`config.mk`:
```
export PLATFORM = sky130hd
export DESIGN_NAME = dtrf_core
export DESIGN_NICKNAME = d
export VERILOG_FILES = /design/src/dtrf_pkg.sv /design/src/dtrf_averager.sv /design/src/dtrf_formatter.sv /design/src/dtrf_core.sv
export VERILOG_INCLUDE_DIRS = /design/src
export SDC_FILE = /design/constraint.sdc
export NUM_CORES = 1
export LEC_CHECK = 0
export ABC_AREA = 1
export BUFFER_PORTS_ARGS = -buffer_cell sky130_fd_sc_hd__buf_2
export CAP_MARGIN = 25
export CORE_MARGIN = 8
export CORE_UTILIZATION = 64
export CTS_CLUSTER_SIZE = 12
export DETAILED_ROUTE_END_ITERATION = 6
export GPL_TIMING_DRIVEN = 0
export PLACE_DENSITY = 0.88
export SKIP_LAST_GASP = 1
export SYNTH_ARGS = -nofsm -noshare
export SYNTH_HDL_FRONTEND = slang
export SYNTH_SLANG_ARGS = --single-unit
```
`constraint.sdc`:
```
create_clock -name clk_sys -period 6.1 [get_ports clk_sys]
set_clock_uncertainty 0.1 [all_clocks]
set_input_delay 0 -clock clk_sys [delete_from_list [all_inputs] [get_ports clk_sys]]
set_output_delay 0 -clock clk_sys [all_outputs]
set_load 0.02 [all_outputs]
```
`src/dtrf_params.svh`:
```
// Constants of the dual temperature result formatter: offsets, fields, resets, timing.
`ifndef DTRF_PARAMS_SVH
`define DTRF_PARAMS_SVH

// Register offsets; results, configuration and rate are fixed, limits are placed here.
`define DTRF_A_LOCAL 8'h00
`define DTRF_A_REM_INT 8'h01
`define DTRF_A_CFG_RD 8'h03
`define DTRF_A_RATE_RD 8'h04
`define DTRF_A_LHI_RD 8'h05
`define DTRF_A_LLO_RD 8'h06
`define DTRF_A_RHI_H_RD 8'h07
`define DTRF_A_RLO_H_RD 8'h08
`define DTRF_A_CFG_WR 8'h09
`define DTRF_A_RATE_WR 8'h0A
`define DTRF_A_LHI_WR 8'h0B
`define DTRF_A_LLO_WR 8'h0C
`define DTRF_A_RHI_H_WR 8'h0D
`define DTRF_A_RLO_H_WR 8'h0E
`define DTRF_A_REM_FRAC 8'h10
`define DTRF_A_RHI_L 8'h13
`define DTRF_A_RLO_L 8'h14

// Configuration fields and reset values.
`define DTRF_CFG_RANGE 2
`define DTRF_CFG_STANDBY 6
`define DTRF_CFG_WMASK 8'hE4
`define DTRF_CFG_RST 8'h00
`define DTRF_RATE_RST 8'h08
`define DTRF_RATE_MASK 8'h0F
`define DTRF_RES_RST 8'h00
`define DTRF_AVG_MAX_CODE 4'h7
`define DTRF_AVG_LAST 4'hF

// Limit storage index and reset values.
`define DTRF_LIM_LHI 3'h0
`define DTRF_LIM_LLO 3'h1
`define DTRF_LIM_RHI_H 3'h2
`define DTRF_LIM_RHI_L 3'h3
`define DTRF_LIM_RLO_H 3'h4
`define DTRF_LIM_RLO_L 3'h5
`define DTRF_LIM_NUM 6
`define DTRF_LIM_HI_RST 8'h55
`define DTRF_LIM_LO_RST 8'h00

// Data format constants.
`define DTRF_BIN_MAX 8'h7F
`define DTRF_EXT_MAX 8'hFF
`define DTRF_EXT_OFS 11'h040
`define DTRF_FRAC_PAD 6'h00

// Excitation step time and its cycle count at the system clock.
`define DTRF_CLK_NS 10
`define DTRF_PHASE_NS 1000
`define DTRF_PHASE_CYC ((`DTRF_PHASE_NS + `DTRF_CLK_NS - 1) / `DTRF_CLK_NS)

`endif

```
`src/dtrf_pkg.sv`:
```
// Types shared by the dual temperature result formatter modules.
package dtrf_pkg;

    // Sequencer states, Gray coded along the measurement path.
    typedef enum logic [2:0] {
        DTRF_IDLE = 3'h0,
        DTRF_BASE1 = 3'h1,
        DTRF_MULT1 = 3'h3,
        DTRF_BASE2 = 3'h2,
        DTRF_MULT2 = 3'h6,
        DTRF_CONV = 3'h7
    } dtrf_state_t;

    // Diode excitation current selection.
    typedef enum logic [1:0] {
        DTRF_EXC_BASE = 2'h0,
        DTRF_EXC_N1 = 2'h1,
        DTRF_EXC_N2 = 2'h2
    } dtrf_exc_t;

    // One converter result in quarter degrees, two's complement.
    typedef struct packed {
        logic valid;
        logic short_flag;
        logic signed [11:0] temp;
    } dtrf_sample_t;

    // A formatted result: integer byte and fraction byte.
    typedef struct packed {
        logic [7:0] int_b;
        logic [7:0] frac_b;
    } dtrf_result_t;

    // Limit comparison outcome.
    typedef struct packed {
        logic loc_high;
        logic loc_low;
        logic rem_high;
        logic rem_low;
    } dtrf_flags_t;

endpackage

```
`src/dtrf_averager.sv`:
```
// Sixteen-sample averager with a pass-through mode for the fast conversion rates.
`timescale 1ns/10ps
`include "dtrf_params.svh"

module dtrf_averager import dtrf_pkg::*; (
    input wire logic clk_sys,
    input wire logic rst,
    input wire logic in_valid,
    input wire logic signed [11:0] in_temp,
    input wire logic avg_en,
    output logic out_valid,
    output logic signed [11:0] out_temp
);
    logic signed [15:0] acc_r, acc_nxt, sum;
    logic [3:0] cnt_r, cnt_nxt;
    logic ov_r, ov_nxt;
    logic signed [11:0] ot_r, ot_nxt;

    // Sixteen 12-bit samples fit in 16 bits, so the sum never wraps.
    always_comb begin
        sum = acc_r + {{4{in_temp[11]}}, in_temp};
        acc_nxt = acc_r;
        cnt_nxt = cnt_r;
        ov_nxt = 1'b0;
        ot_nxt = ot_r;
        if (in_valid) begin
            if (!avg_en) begin
                ov_nxt = 1'b1; // see RQ2
                ot_nxt = in_temp;
                acc_nxt = '0;
                cnt_nxt = '0;
            end else if (cnt_r == `DTRF_AVG_LAST) begin
                ov_nxt = 1'b1; // see RQ2
                ot_nxt = sum[15:4];
                acc_nxt = '0;
                cnt_nxt = '0;
            end else begin
                acc_nxt = sum;
                cnt_nxt = cnt_r + 4'h1;
            end
        end
    end

    // Register the accumulator and the output pulse.
    always_ff @(posedge clk_sys) begin
        if (rst) begin
            acc_r <= '0;
            cnt_r <= '0;
            ov_r <= 1'b0;
            ot_r <= '0;
        end else begin
            acc_r <= acc_nxt;
            cnt_r <= cnt_nxt;
            ov_r <= ov_nxt;
            ot_r <= ot_nxt;
        end
    end

    assign out_valid = ov_r;
    assign out_temp = ot_r;
endmodule // dtrf_averager

```
`src/dtrf_formatter.sv`:
```
// Converts a quarter-degree result into binary or offset binary result bytes.
`timescale 1ns/10ps
`include "dtrf_params.svh"

module dtrf_formatter import dtrf_pkg::*; (
    input wire logic signed [11:0] temp,
    input wire logic ext_range,
    output dtrf_result_t res
);
    logic signed [9:0] ipart;
    logic signed [10:0] shifted;

    // Floor division keeps the two fraction bits positive for negative values.
    always_comb begin
        ipart = temp[11:2];
        shifted = {ipart[9], ipart} + $signed(`DTRF_EXT_OFS);
        res.int_b = ipart[7:0];
        res.frac_b = {temp[1:0], `DTRF_FRAC_PAD}; // see RQ5
        if (ext_range) begin
            if (shifted < 0) begin
                res.int_b = 8'h00;
                res.frac_b = 8'h00;
            end else if (shifted > $signed({3'h0, `DTRF_EXT_MAX})) begin
                res.int_b = `DTRF_EXT_MAX;
                res.frac_b = 8'h00;
            end else begin
                res.int_b = shifted[7:0]; // see RQ11
            end
        end else if (temp < 0) begin
            res.int_b = 8'h00; // see RQ12
            res.frac_b = 8'h00;
        end else if (ipart > $signed({2'h0, `DTRF_BIN_MAX})) begin
            res.int_b = `DTRF_BIN_MAX; // see RQ12
            res.frac_b = 8'h00;
        end
    end
endmodule // dtrf_formatter

```
`src/dtrf_core.sv`:
```
// Dual temperature result formatter: sequencing, averaging, result registers and limits.
//
// Summary of operation
// RQ1 - Each remote measurement steps excitation base, first multiple, base, second multiple.
// RQ2 - Rate codes up to eight per second average sixteen cycles; faster ones do not.
// RQ3 - Local result, whole degrees, sits in the byte at offset 0x00.
// RQ4 - Remote result splits into integer byte 0x01 and fraction byte 0x10.
// RQ5 - Fraction byte holds quarter degrees in its top two bits, rest zero.
// RQ6 - Reading the fraction byte freezes the integer byte until it is read.
// RQ7 - Host reads the fraction byte before the integer byte for a coherent value.
// RQ8 - Configuration bit 2 selects extended range; zero selects zero to 127 degrees.
// RQ9 - After a range change the next measurement cycle gives a valid result.
// RQ10 - A shorted remote diode leaves the last good remote result in place.
// RQ11 - Extended range stores both results as offset binary, plus 64 degrees.
// RQ12 - Binary range clamps results to zero and 127 degrees.
// RQ13 - The first result after a range switch uses the new format.
// RQ14 - A range change leaves the stored limits untouched.
// RQ15 - Host rewrites the limits in the new format after a range change.
// RQ16 - Each stored result is compared against its high and low limits.
// RQ17 - The register space is built of eight-bit registers.
// RQ18 - Conversions run freely, alternating local and remote channels.
// RQ19 - Configuration reads at 0x03 and is written at 0x09.
// RQ20 - Result registers reset to 0x00 and only the converter writes them.
// RQ21 - Reading the integer byte frees the lock and loads the newest measurement.
`timescale 1ns/10ps
`include "dtrf_params.svh"

module dtrf_core import dtrf_pkg::*; (
    input wire logic clk_sys,
    input wire logic rst,
    input wire logic [7:0] reg_addr,
    input wire logic reg_wr,
    input wire logic reg_rd,
    input wire logic [7:0] reg_wdata,
    output logic [7:0] reg_rdata,
    input wire dtrf_sample_t adc_in,
    output logic adc_req,
    output dtrf_exc_t exc_sel,
    output logic chan_remote,
    output dtrf_flags_t limit_flags
);
    localparam logic [7:0] PHASE_LAST = 8'(`DTRF_PHASE_CYC - 1);

    // Limit index decode; the low bytes share one offset for read and write.
    function automatic logic [3:0] lim_decode(input logic [7:0] a, input logic wr);
        logic [3:0] r;
        r = 4'h0;
        case (a)
            `DTRF_A_RHI_L: r = {1'b1, `DTRF_LIM_RHI_L};
            `DTRF_A_RLO_L: r = {1'b1, `DTRF_LIM_RLO_L};
            default: begin
                if (wr) begin
                    case (a)
                        `DTRF_A_LHI_WR: r = {1'b1, `DTRF_LIM_LHI};
                        `DTRF_A_LLO_WR: r = {1'b1, `DTRF_LIM_LLO};
                        `DTRF_A_RHI_H_WR: r = {1'b1, `DTRF_LIM_RHI_H};
                        `DTRF_A_RLO_H_WR: r = {1'b1, `DTRF_LIM_RLO_H};
                        default: r = 4'h0;
                    endcase
                end else begin
                    case (a)
                        `DTRF_A_LHI_RD: r = {1'b1, `DTRF_LIM_LHI};
                        `DTRF_A_LLO_RD: r = {1'b1, `DTRF_LIM_LLO};
                        `DTRF_A_RHI_H_RD: r = {1'b1, `DTRF_LIM_RHI_H};
                        `DTRF_A_RLO_H_RD: r = {1'b1, `DTRF_LIM_RLO_H};
                        default: r = 4'h0;
                    endcase
                end
            end
        endcase
        return r;
    endfunction

    // Ten-bit remote value in quarter degrees from an integer and a fraction byte.
    function automatic logic [9:0] rem10(input logic [7:0] ib, input logic [7:0] fb);
        return {ib, fb[7:6]};
    endfunction

    dtrf_state_t st_r, st_nxt;
    logic [7:0] cnt_r, cnt_nxt;
    logic chan_r, chan_nxt, req_r, req_nxt;
    dtrf_exc_t exc_r, exc_nxt;
    logic [7:0] cfg_r, cfg_nxt, rate_r, rate_nxt;
    logic [7:0] lim_r [`DTRF_LIM_NUM]; // see RQ17
    logic [7:0] lim_nxt [`DTRF_LIM_NUM];
    logic [7:0] loc_r, loc_nxt, rint_r, rint_nxt, rfrac_r, rfrac_nxt;
    logic [7:0] pend_r, pend_nxt, rdata_r, rdata_nxt;
    logic lock_r, lock_nxt, pendv_r, pendv_nxt;
    dtrf_flags_t flags_r, flags_nxt;
    logic standby, ext_range, avg_en, sample_done, loc_in_v, rem_in_v;
    logic loc_v, rem_v, rd_int, rd_frac;
    logic signed [11:0] loc_t, rem_t, fmt_t;
    logic [3:0] wdec, rdec;
    dtrf_result_t fmt;

    assign standby = cfg_r[`DTRF_CFG_STANDBY];
    assign ext_range = cfg_r[`DTRF_CFG_RANGE]; // see RQ8
    assign avg_en = (rate_r[3:0] <= `DTRF_AVG_MAX_CODE); // see RQ2
    assign sample_done = (st_r == DTRF_CONV) && adc_in.valid;
    assign loc_in_v = sample_done && !chan_r;
    // A shorted remote sample is never averaged, so the last good result stays.
    assign rem_in_v = sample_done && chan_r && !adc_in.short_flag; // see RQ10

    // Measurement sequencer: four excitation steps, then one conversion request.
    always_comb begin
        st_nxt = st_r;
        cnt_nxt = cnt_r;
        chan_nxt = chan_r;
        req_nxt = 1'b0;
        case (st_r)
            DTRF_IDLE: begin
                cnt_nxt = '0;
                if (!standby) st_nxt = DTRF_BASE1;
            end
            DTRF_BASE1, DTRF_MULT1, DTRF_BASE2, DTRF_MULT2: begin
                if (cnt_r == PHASE_LAST) begin
                    cnt_nxt = '0;
                    case (st_r)
                        DTRF_BASE1: st_nxt = DTRF_MULT1; // see RQ1
                        DTRF_MULT1: st_nxt = DTRF_BASE2;
                        DTRF_BASE2: st_nxt = DTRF_MULT2; // see RQ1
                        default: begin
                            st_nxt = DTRF_CONV;
                            req_nxt = 1'b1;
                        end
                    endcase
                end else begin
                    cnt_nxt = cnt_r + 8'h01;
                end
            end
            DTRF_CONV: begin
                if (adc_in.valid) begin
                    chan_nxt = !chan_r; // see RQ18
                    st_nxt = standby ? DTRF_IDLE : DTRF_BASE1;
                end
            end
            default: st_nxt = DTRF_IDLE;
        endcase
        case (st_nxt)
            DTRF_MULT1: exc_nxt = DTRF_EXC_N1;
            DTRF_MULT2: exc_nxt = DTRF_EXC_N2;
            default: exc_nxt = DTRF_EXC_BASE;
        endcase
    end

    always_ff @(posedge clk_sys) begin
        if (rst) begin
            st_r <= DTRF_IDLE;
            cnt_r <= '0;
            chan_r <= 1'b0;
            req_r <= 1'b0;
            exc_r <= DTRF_EXC_BASE;
        end else begin
            st_r <= st_nxt;
            cnt_r <= cnt_nxt;
            chan_r <= chan_nxt;
            req_r <= req_nxt;
            exc_r <= exc_nxt;
        end
    end

    dtrf_averager u_avg_loc (
        .clk_sys(clk_sys),
        .rst(rst),
        .in_valid(loc_in_v),
        .in_temp(adc_in.temp),
        .avg_en(avg_en),
        .out_valid(loc_v),
        .out_temp(loc_t)
    );

    dtrf_averager u_avg_rem (
        .clk_sys(clk_sys),
        .rst(rst),
        .in_valid(rem_in_v),
        .in_temp(adc_in.temp),
        .avg_en(avg_en),
        .out_valid(rem_v),
        .out_temp(rem_t)
    );

    // Formatting happens at store time, so a new range shows in the next result.
    assign fmt_t = loc_v ? loc_t : rem_t; // see RQ9
    dtrf_formatter u_fmt (
        .temp(fmt_t),
        .ext_range(ext_range), // see RQ13
        .res(fmt)
    );

    assign rd_int = reg_rd && (reg_addr == `DTRF_A_REM_INT);
    assign rd_frac = reg_rd && (reg_addr == `DTRF_A_REM_FRAC);
    assign wdec = reg_wr ? lim_decode(reg_addr, 1'b1) : 4'h0;
    assign rdec = lim_decode(reg_addr, 1'b0);

    // Register file; results are never touched by bus writes.
    always_comb begin
        cfg_nxt = cfg_r;
        rate_nxt = rate_r;
        lim_nxt = lim_r;
        loc_nxt = loc_r;
        rint_nxt = rint_r;
        rfrac_nxt = rfrac_r;
        pend_nxt = pend_r;
        pendv_nxt = pendv_r;
        lock_nxt = lock_r;
        if (reg_wr && reg_addr == `DTRF_A_CFG_WR) cfg_nxt = reg_wdata & `DTRF_CFG_WMASK; // see RQ19
        if (reg_wr && reg_addr == `DTRF_A_RATE_WR) rate_nxt = reg_wdata & `DTRF_RATE_MASK;
        // A range change rewrites nothing here, limits keep their old encoding.
        if (wdec[3]) lim_nxt[wdec[2:0]] = reg_wdata; // see RQ14
        if (loc_v) loc_nxt = fmt.int_b; // see RQ3
        // Reading the integer byte releases the lock and hands over the held value.
        if (rd_int && lock_r) begin
            lock_nxt = 1'b0; // see RQ21
            pendv_nxt = 1'b0;
            if (pendv_r) rint_nxt = pend_r; // see RQ21
        end
        if (rd_frac) lock_nxt = 1'b1; // see RQ6
        if (rem_v) begin
            rfrac_nxt = fmt.frac_b; // see RQ4
            // A frac read in this very cycle saw the old pair, so park the integer.
            if ((lock_r || rd_frac) && !rd_int) begin
                pend_nxt = fmt.int_b; // see RQ6
                pendv_nxt = 1'b1;
            end else begin
                rint_nxt = fmt.int_b; // see RQ4
            end
        end
    end

    always_ff @(posedge clk_sys) begin
        if (rst) begin
            cfg_r <= `DTRF_CFG_RST;
            rate_r <= `DTRF_RATE_RST;
            lim_r[`DTRF_LIM_LHI] <= `DTRF_LIM_HI_RST;
            lim_r[`DTRF_LIM_LLO] <= `DTRF_LIM_LO_RST;
            lim_r[`DTRF_LIM_RHI_H] <= `DTRF_LIM_HI_RST;
            lim_r[`DTRF_LIM_RHI_L] <= `DTRF_LIM_LO_RST;
            lim_r[`DTRF_LIM_RLO_H] <= `DTRF_LIM_LO_RST;
            lim_r[`DTRF_LIM_RLO_L] <= `DTRF_LIM_LO_RST;
            loc_r <= `DTRF_RES_RST; // see RQ20
            rint_r <= `DTRF_RES_RST;
            rfrac_r <= `DTRF_RES_RST;
            pend_r <= `DTRF_RES_RST;
            pendv_r <= 1'b0;
            lock_r <= 1'b0;
        end else begin
            cfg_r <= cfg_nxt;
            rate_r <= rate_nxt;
            lim_r <= lim_nxt;
            loc_r <= loc_nxt;
            rint_r <= rint_nxt;
            rfrac_r <= rfrac_nxt;
            pend_r <= pend_nxt;
            pendv_r <= pendv_nxt;
            lock_r <= lock_nxt;
        end
    end

    // Read data and limit comparisons; high is strictly above, low is at or below.
    always_comb begin
        rdata_nxt = rdata_r;
        if (reg_rd) begin
            case (reg_addr)
                `DTRF_A_LOCAL: rdata_nxt = loc_r;
                `DTRF_A_REM_INT: rdata_nxt = rint_r;
                `DTRF_A_REM_FRAC: rdata_nxt = rfrac_r;
                `DTRF_A_CFG_RD: rdata_nxt = cfg_r; // see RQ19
                `DTRF_A_RATE_RD: rdata_nxt = rate_r;
                default: rdata_nxt = rdec[3] ? lim_r[rdec[2:0]] : 8'h00;
            endcase
        end
        flags_nxt.loc_high = loc_r > lim_r[`DTRF_LIM_LHI]; // see RQ16
        flags_nxt.loc_low = loc_r <= lim_r[`DTRF_LIM_LLO];
        flags_nxt.rem_high = rem10(rint_r, rfrac_r) >
            rem10(lim_r[`DTRF_LIM_RHI_H], lim_r[`DTRF_LIM_RHI_L]); // see RQ16
        flags_nxt.rem_low = rem10(rint_r, rfrac_r) <=
            rem10(lim_r[`DTRF_LIM_RLO_H], lim_r[`DTRF_LIM_RLO_L]);
    end

    always_ff @(posedge clk_sys) begin
        if (rst) begin
            rdata_r <= 8'h00;
            flags_r <= '0;
        end else begin
            rdata_r <= rdata_nxt;
            flags_r <= flags_nxt;
        end
    end

    assign reg_rdata = rdata_r;
    assign adc_req = req_r;
    assign exc_sel = exc_r;
    assign chan_remote = chan_r;
    assign limit_flags = flags_r;

    // Checks on the sequencing, the lock and the result formats.
    a_exc_order: assert property (@(posedge clk_sys) disable iff (rst)
        (st_r == DTRF_MULT1) |-> (exc_r == DTRF_EXC_N1) && $past(exc_r) != DTRF_EXC_N2)
        else $error("first multiple not applied after base"); // see RQ1
    a_chan_alt: assert property (@(posedge clk_sys) disable iff (rst)
        sample_done |=> chan_r != $past(chan_r))
        else $error("channel did not alternate"); // see RQ18
    a_lock_set: assert property (@(posedge clk_sys) disable iff (rst)
        rd_frac ##1 !rd_int [*2] |-> lock_r && $stable(rint_r))
        else $error("integer byte changed while locked"); // see RQ6
    a_unlock_load: assert property (@(posedge clk_sys) disable iff (rst)
        (rd_int && lock_r && pendv_r && !rem_v) |=> (rint_r == $past(pend_r)) && !lock_r)
        else $error("lock release did not load held value"); // see RQ21
    a_frac_low: assert property (@(posedge clk_sys) disable iff (rst)
        rfrac_r[5:0] == 6'h00)
        else $error("fraction low bits not zero"); // see RQ5
    a_bin_sat: assert property (@(posedge clk_sys) disable iff (rst)
        (loc_v && !ext_range) |=> !loc_r[7])
        else $error("binary result above 127"); // see RQ12
    a_ext_offset: assert property (@(posedge clk_sys) disable iff (rst)
        (loc_v && ext_range && loc_t == 12'sh028) |=> loc_r == 8'h4A)
        else $error("ten degrees not encoded as offset binary"); // see RQ11
    a_short_keep: assert property (@(posedge clk_sys) disable iff (rst)
        (sample_done && chan_r && adc_in.short_flag) |=> !rem_v ##1 $stable(rfrac_r))
        else $error("shorted sample reached the remote result"); // see RQ10
    a_res_ro: assert property (@(posedge clk_sys) disable iff (rst)
        (reg_wr && !loc_v && reg_addr == `DTRF_A_LOCAL) |=> $stable(loc_r))
        else $error("bus write changed the local result"); // see RQ20
    a_cfg_rd: assert property (@(posedge clk_sys) disable iff (rst)
        (reg_rd && reg_addr == `DTRF_A_CFG_RD) |=> reg_rdata == $past(cfg_r))
        else $error("configuration readback wrong"); // see RQ19
    a_high_cmp: assert property (@(posedge clk_sys) disable iff (rst)
        ##1 limit_flags.loc_high == ($past(loc_r) > $past(lim_r[`DTRF_LIM_LHI])))
        else $error("local high comparison wrong"); // see RQ16

    c_lock_pend: cover property (@(posedge clk_sys) disable iff (rst) rd_int && lock_r && pendv_r);
    c_short: cover property (@(posedge clk_sys) disable iff (rst) sample_done && adc_in.short_flag);
    c_ext_store: cover property (@(posedge clk_sys) disable iff (rst) rem_v && ext_range);
    c_avg_out: cover property (@(posedge clk_sys) disable iff (rst) loc_v && avg_en);
endmodule // dtrf_core

```
# Word level (Yosys, flattened, before mapping)
# Cells that the tools add are included.
[word_totals]
n_memories = 0
mem_bits_ro = 0
input_bits = 34
regBits = 183
ram_bits = 0
wordCells = 167
latch_bits = 0
out_inout_bits = 16
[op_classes]
shift = 0
n_mux = 55
bitwise_logic = 6
order_cmp = 12
div_mod_pow = 0
n_addsub = 6
n_reduce_logical = 28
mul = 0
n_eq_ne = 28
[ops]
columns = ["op", "count"]
rows = [
  ["$mux 16", 8],
  ["$mux 8", 11],
  ["$mux 12", 5],
  ["$eq 8x4->1 const B", 7],
  ["$bwmux 48", 1],
  ["$pmux 8 s5", 1],
  ["$add 16x16->16", 2],
  ["$eq 8x3->1 const B", 4],
  ["$pmux 4 s4", 2],
  ["$bmux 8 s3", 1],
  ["$demux 8 s3", 1],
  ["$eq 8x5->1 const B", 3],
  ["$mux 4", 5],
  ["$pmux 3 s3", 2],
  ["$pmux 4 s2", 2],
  ["$pmux 8 s2", 1],
  ["$lt 12x1->1 const B", 1],
  ["$add 10x8->11 const B", 1],
  ["$gt 11x9->1 const B", 1],
  ["$logic_and 1x1->1", 11],
  ["$lt 11x1->1 const B", 1],
  ["$mux 1", 11],
  ["$gt 10x10->1", 1],
  ["$gt 10x8->1 const B", 1],
  ["30 further kinds", 51],
]

# Longest topological paths before layout
[logic_depth]
ltp_word = 10
ltp_mapped = 17
ltp_nobuf = 16

# Cells and area by module
# Synthesis repeated with hierarchy kept, for this count alone.
[unflattened]
cells_unflattened = 1758
area_unflattened_um2 = 11473.5
[by_module_without_submodules]
columns = ["mod", "cells_per_inst", "area_each_um2", "seq_area_each_um2", "n_inst"]
rows = [
  ["dtrf_core", 945, 6503.7, 2342.2, 1],
  ["dtrf_averager", 363, 2269.7, 660.6, 2],
  ["dtrf_formatter", 87, 430.4, 0.0, 1],
]

# Least setup slack after synthesis
# No wires, ideal clock.
[synth_timing]
path_type = "reg2reg"
start = "reg u_avg_loc.ov_r, in the netlist u_avg_loc.out_valid"
end = "reg loc_r[0]"
synth_period_minus_slack_ps = 2071
path_buffers = 1
path_stages_with_launch = 18
required_ps = 5891
t_arrival_ps = 1862
path_slack_ps = 4029
setup_time_ps = 109
cell_sequence = "dfxtp_1 > buf_4 > inv_2 > nand2_1 > nand2_1 > inv_1 > ha_1 > nor2_1 > nand3_1 > nor2_1 > nand2_1 > nand2_1 > nand2_1 > nand2_2 > o21ai_0 > nand3_1 > nand2_1 > inv_1"
[synth_via]
elab_chain_cells = 6
word_cells_on_any_way = 11
cone_classes = "add/sub (1); order compare (4); mux (6)"
[synth_lines]
columns = ["element", "line_no", "text"]
rows = [
  ["from (decl)", "dtrf_averager.sv:16", "logic ov_r, ov_nxt;"],
  ["from (signal assigned)", "dtrf_averager.sv:54", "ov_r <= ov_nxt;"],
  ["$mux 12", "dtrf_core.sv:183", "assign fmt_t = loc_v ? loc_t : rem_t;"],
  ["$add 10x8->11", "dtrf_formatter.sv:16", "shifted = {ipart[9], ipart} + $signed(`DTRF_EXT_OFS);"],
  ["$gt 11x9->1", "dtrf_formatter.sv:23", "end else if (shifted > $signed({3'h0, `DTRF_EXT_MAX})) begin"],
  ["$mux 8", "dtrf_formatter.sv:23", ""],
  ["$mux 16", "dtrf_formatter.sv:20", "if (shifted < 0) begin"],
  ["$mux 16", "dtrf_formatter.sv:19", "if (ext_range) begin"],
  ["to (signal assigned)", "dtrf_core.sv:240", "loc_r <= `DTRF_RES_RST;"],
  ["to (signal assigned)", "dtrf_core.sv:250", "loc_r <= loc_nxt;"],
  ["to (decl)", "dtrf_core.sv:86", "logic [7:0] loc_r, loc_nxt, rint_r, rint_nxt, rfrac_r, rfrac_nxt;"],
]
# Parallel ways exist; a longest one is shown, timed or not.
# A chain may end at the register's enable or synchronous reset.

# Worst setup path after layout
[layout_timing]
start = "reg u_avg_loc.ov_r, in the netlist u_avg_loc.out_valid"
end = "reg loc_r[5]"
# The elaborated chain is that of the path after synthesis.

==> results.ini <==
[clock_network]
cts_max_path_buffers = 2
worstSkewPairLatency_ns = 0.44
tritoncts = done
htree_levels = 4
cts.reportedPaths.clkPinSlew_ns = 0.07
cts_setup_buffers = 0
post_cts_resized = 0
cts_root_buf = clkbuf_16
cts_buffers = 17
cts_sinks = 177
cts_hold_buffers = 24

[worst_setup_path]
critPathCaptureType = flop
start_kind = flop
path_class = reg -> reg
critPathMaxFanout = 8
critPathRequiredTime_ns = 6.34
crit_path_cell_trace = buf_4 > inv_2 > nand2_1 > nand2_1 > inv_1 > ha_1 > nor2_1 > nand3_1 > nor2_1 > nand2_1 > nand2_1 > nand2_1 > nand2_2 > o21ai_0 > nand3_1 > nand2_1 > inv_1
slowest_delay_ns = 0.32
crit_slowest_cell = o21ai_0
critical_path.most_common_cell = nand2_1
arrival_ns = 2.77

[pwr]
p_int_mw = 1.95
p_comb_frac = 0.066
power.leakage_nw = 5.45
power.density_nw_per_um2 = 210
p_sw_frac = 0.230
p_switching_uw = 582
p_total_mw = 2.53
pwr-share-seq = 0.461
clkPwrFrac = 0.473
vdd_drop_max_mv = 0.214

[detailed_routing]
drt-initial-drc-count = 1230
wl_mm = 33.2
wire_per_inst_um = 17.7
num_vias = 11100
via_per_inst = 5.92
drc = 0
ant_nets = 0
drtPass1Iterations = 6

[hold_path]
hp-class = in -> reg

[die]
boundaryPins = 50
dieArea_um2 = 21000
start_util = 0.648
core_um2 = 16400
die_w_um = 145
row_count = 47
die_y_um = 145

[grt]
grt_max_degree = 17
antenna_found_initial = 0
gr-usage-met2 = 0.528
met3_usage = 0.0588
grt.total_usage = 0.313
grt_pass1_wl_mm = 53.9
met1_usage = 0.360
overflow = 0
grt_pass1_vias = 10700
busiest_layer = met2

[timing]
rsz0062_at_grt = no
slew_headroom = 0.383
hold_viol = 0
worst_slew_pin_slew_ns = 0.919
fin_tns_setup_ns = 0
fmax_mhz = 395
drv_slew = 0
setup_viol_count_final = 0
fin_crit_sh = 0.415
finalCriticalPeriod_ns = 2.53

[finish]
layout_common_cells = 364 x nand2_1, 177 x dfxtp_1, 172 x inv_1, 164 x a21oi_1, 146 x nand3_1
utilization = 0.733
drive_gt1_frac = 0.0893
fin_cells = 1877
final_common_cell = nand2_1
antenna_cells = 0
fin_nets = 1754
area_delta_synth_final_pct = 13.0

[job]
drv_cap = 0

[place]
dpl.hpwl_mm = 24.4
place_inst = 1823
io_buffers = 48
place.gp.congestion = 0.970

[logic_synthesis]
synth_top_area_share = 0.333
avgSynthCellArea_um2 = 6.84
synth_cell_types = 49
postSynthCellCount = 1555
synth_nets = 1663
yosysSeqAreaShare = 0.333
yosysTopAreaCell = dfxtp_1
yosys_warnings = 0
ys_ff_latch = 177
netlist_area_um2 = 10600
ys_top_cells_by_area = dfxtp_1 33%, nand2_1 13%, ha_1 8.5%

[status]
status = completed

-- kinds of logic (layout without fill, tap and decap cells) --
kind of cell,count (synthesis),in the layout,synth area share
xor+xnor,16,16,0.0132
buf+inv,236,338,0.0906
simple gates,669,669,0.275
compound gates,383,383,0.200
fa+ha+maj,74,74,0.0884
flops,177,177,0.333
-- metal layers --
metal,wire length [µm],share of wire
met5,0,0
met4,1970,0.059
met3,2780,0.084
met2,15700,0.47
met1,12800,0.38
-- critical path, delay by kind of cell (launching register included) --
family | cells | cell delay, ns
fa+ha+maj | 1 | 0.30
simple gates | 11 | 1.03
compound gates | 1 | 0.32
buf+inv | 4 | 0.38
flops | 1 | 0.30
-- power groups by stage --
stage               logic (mW)  registers, mW  clock network (mW)
finish                   0.167           1.17                1.20
global route             0.181           1.17                1.25
global placement         0.146           1.19                   0
detailed placement       0.149           1.19                   0
CTS                      0.161           1.17                1.20
floorplan               0.0851           1.20                   0
-- final timing paths --
path | start | endpoint | slack [ns] | depth (start not counted)
min | reg_wr | lim_r[0]$_SDFFE_PP0P_ | 0.03 | 5
min reg2reg | cnt_r[4]$_SDFFE_PP0P_ | cnt_r[4]$_SDFFE_PP0P_ | 0.37 | 2
max | u_avg_loc.out_valid$_SDFF_PP0_ | loc_r[5]$_SDFFE_PP0P_ | 3.57 | 17
max reg2reg | u_avg_loc.out_valid$_SDFF_PP0_ | loc_r[5]$_SDFFE_PP0P_ | 3.57 | 17
-- Yosys cell counts, drive strengths merged --
master / number
or2: 4
nor3: 10
nor2: 109
a31oi: 20
o2111ai: 2
o41ai: 1
a211oi: 8
fa: 2
ha: 72
buf: 23
o21a: 11
nand3b: 9
o21bai: 6
and2: 2
nand3: 147
a21oi: 167
o211ai: 15
inv: 185
nand4: 8
a31o: 1
a21boi: 2
o21ai: 135
nand2: 377
o22ai: 3
nor4: 2
dfxtp: 177
xnor2: 7
and3: 1
o31ai: 2
a221oi: 3
xor2: 9
clkbuf: 28
a21o: 7
-- final cells by class --
| class | count | area, µm² |
|---|---|---|
| Clock inverter | 10 | 184 |
| Sequential cell | 177 | 3540 |
| Inverter | 185 | 697 |
| Fill cell | 1313 | 4380 |
| Tap cell | 220 | 275 |
| Clock buffer | 20 | 447 |
| Buffer | 51 | 267 |
| Timing Repair Buffer | 72 | 480 |
| Multi-Input combinational cell | 1142 | 6130 |
-- sequential cells by signal, summed over array words and instances, names as in the netlist --
signal	count
chan_remote	1
lim_r	48
lock_r	1
cnt_r	8
u_avg_loc.cnt_r	4
u_avg_loc.out_valid	1
rfrac_r	2
u_avg_rem.out_valid	1
adc_req	1
u_avg_rem.out_temp	12
pendv_r	1
rint_r	8
st_r	3
exc_sel	2
cfg_r	4
reg_rdata	8
limit_flags	4
pend_r	8
u_avg_loc.out_temp	12
u_avg_loc.acc_r	16
u_avg_rem.cnt_r	4
u_avg_rem.acc_r	16
rate_r	4
loc_r	8
-- stage by stage --
stage	hold WS, ns	setup slack (ns)	area (µm²)
3_5_place_dp	0.218	3.63	11200
6_report	0.0298	3.57	12000
5_1_grt	0.0573	3.33	12000
2_1_floorplan	0.0304	4.03	10600
4_1_cts	0.0178	3.61	12000
3_3_place_gp	0.193	3.62	11200
No activity file was read; power rests on OpenSTA's default activity.
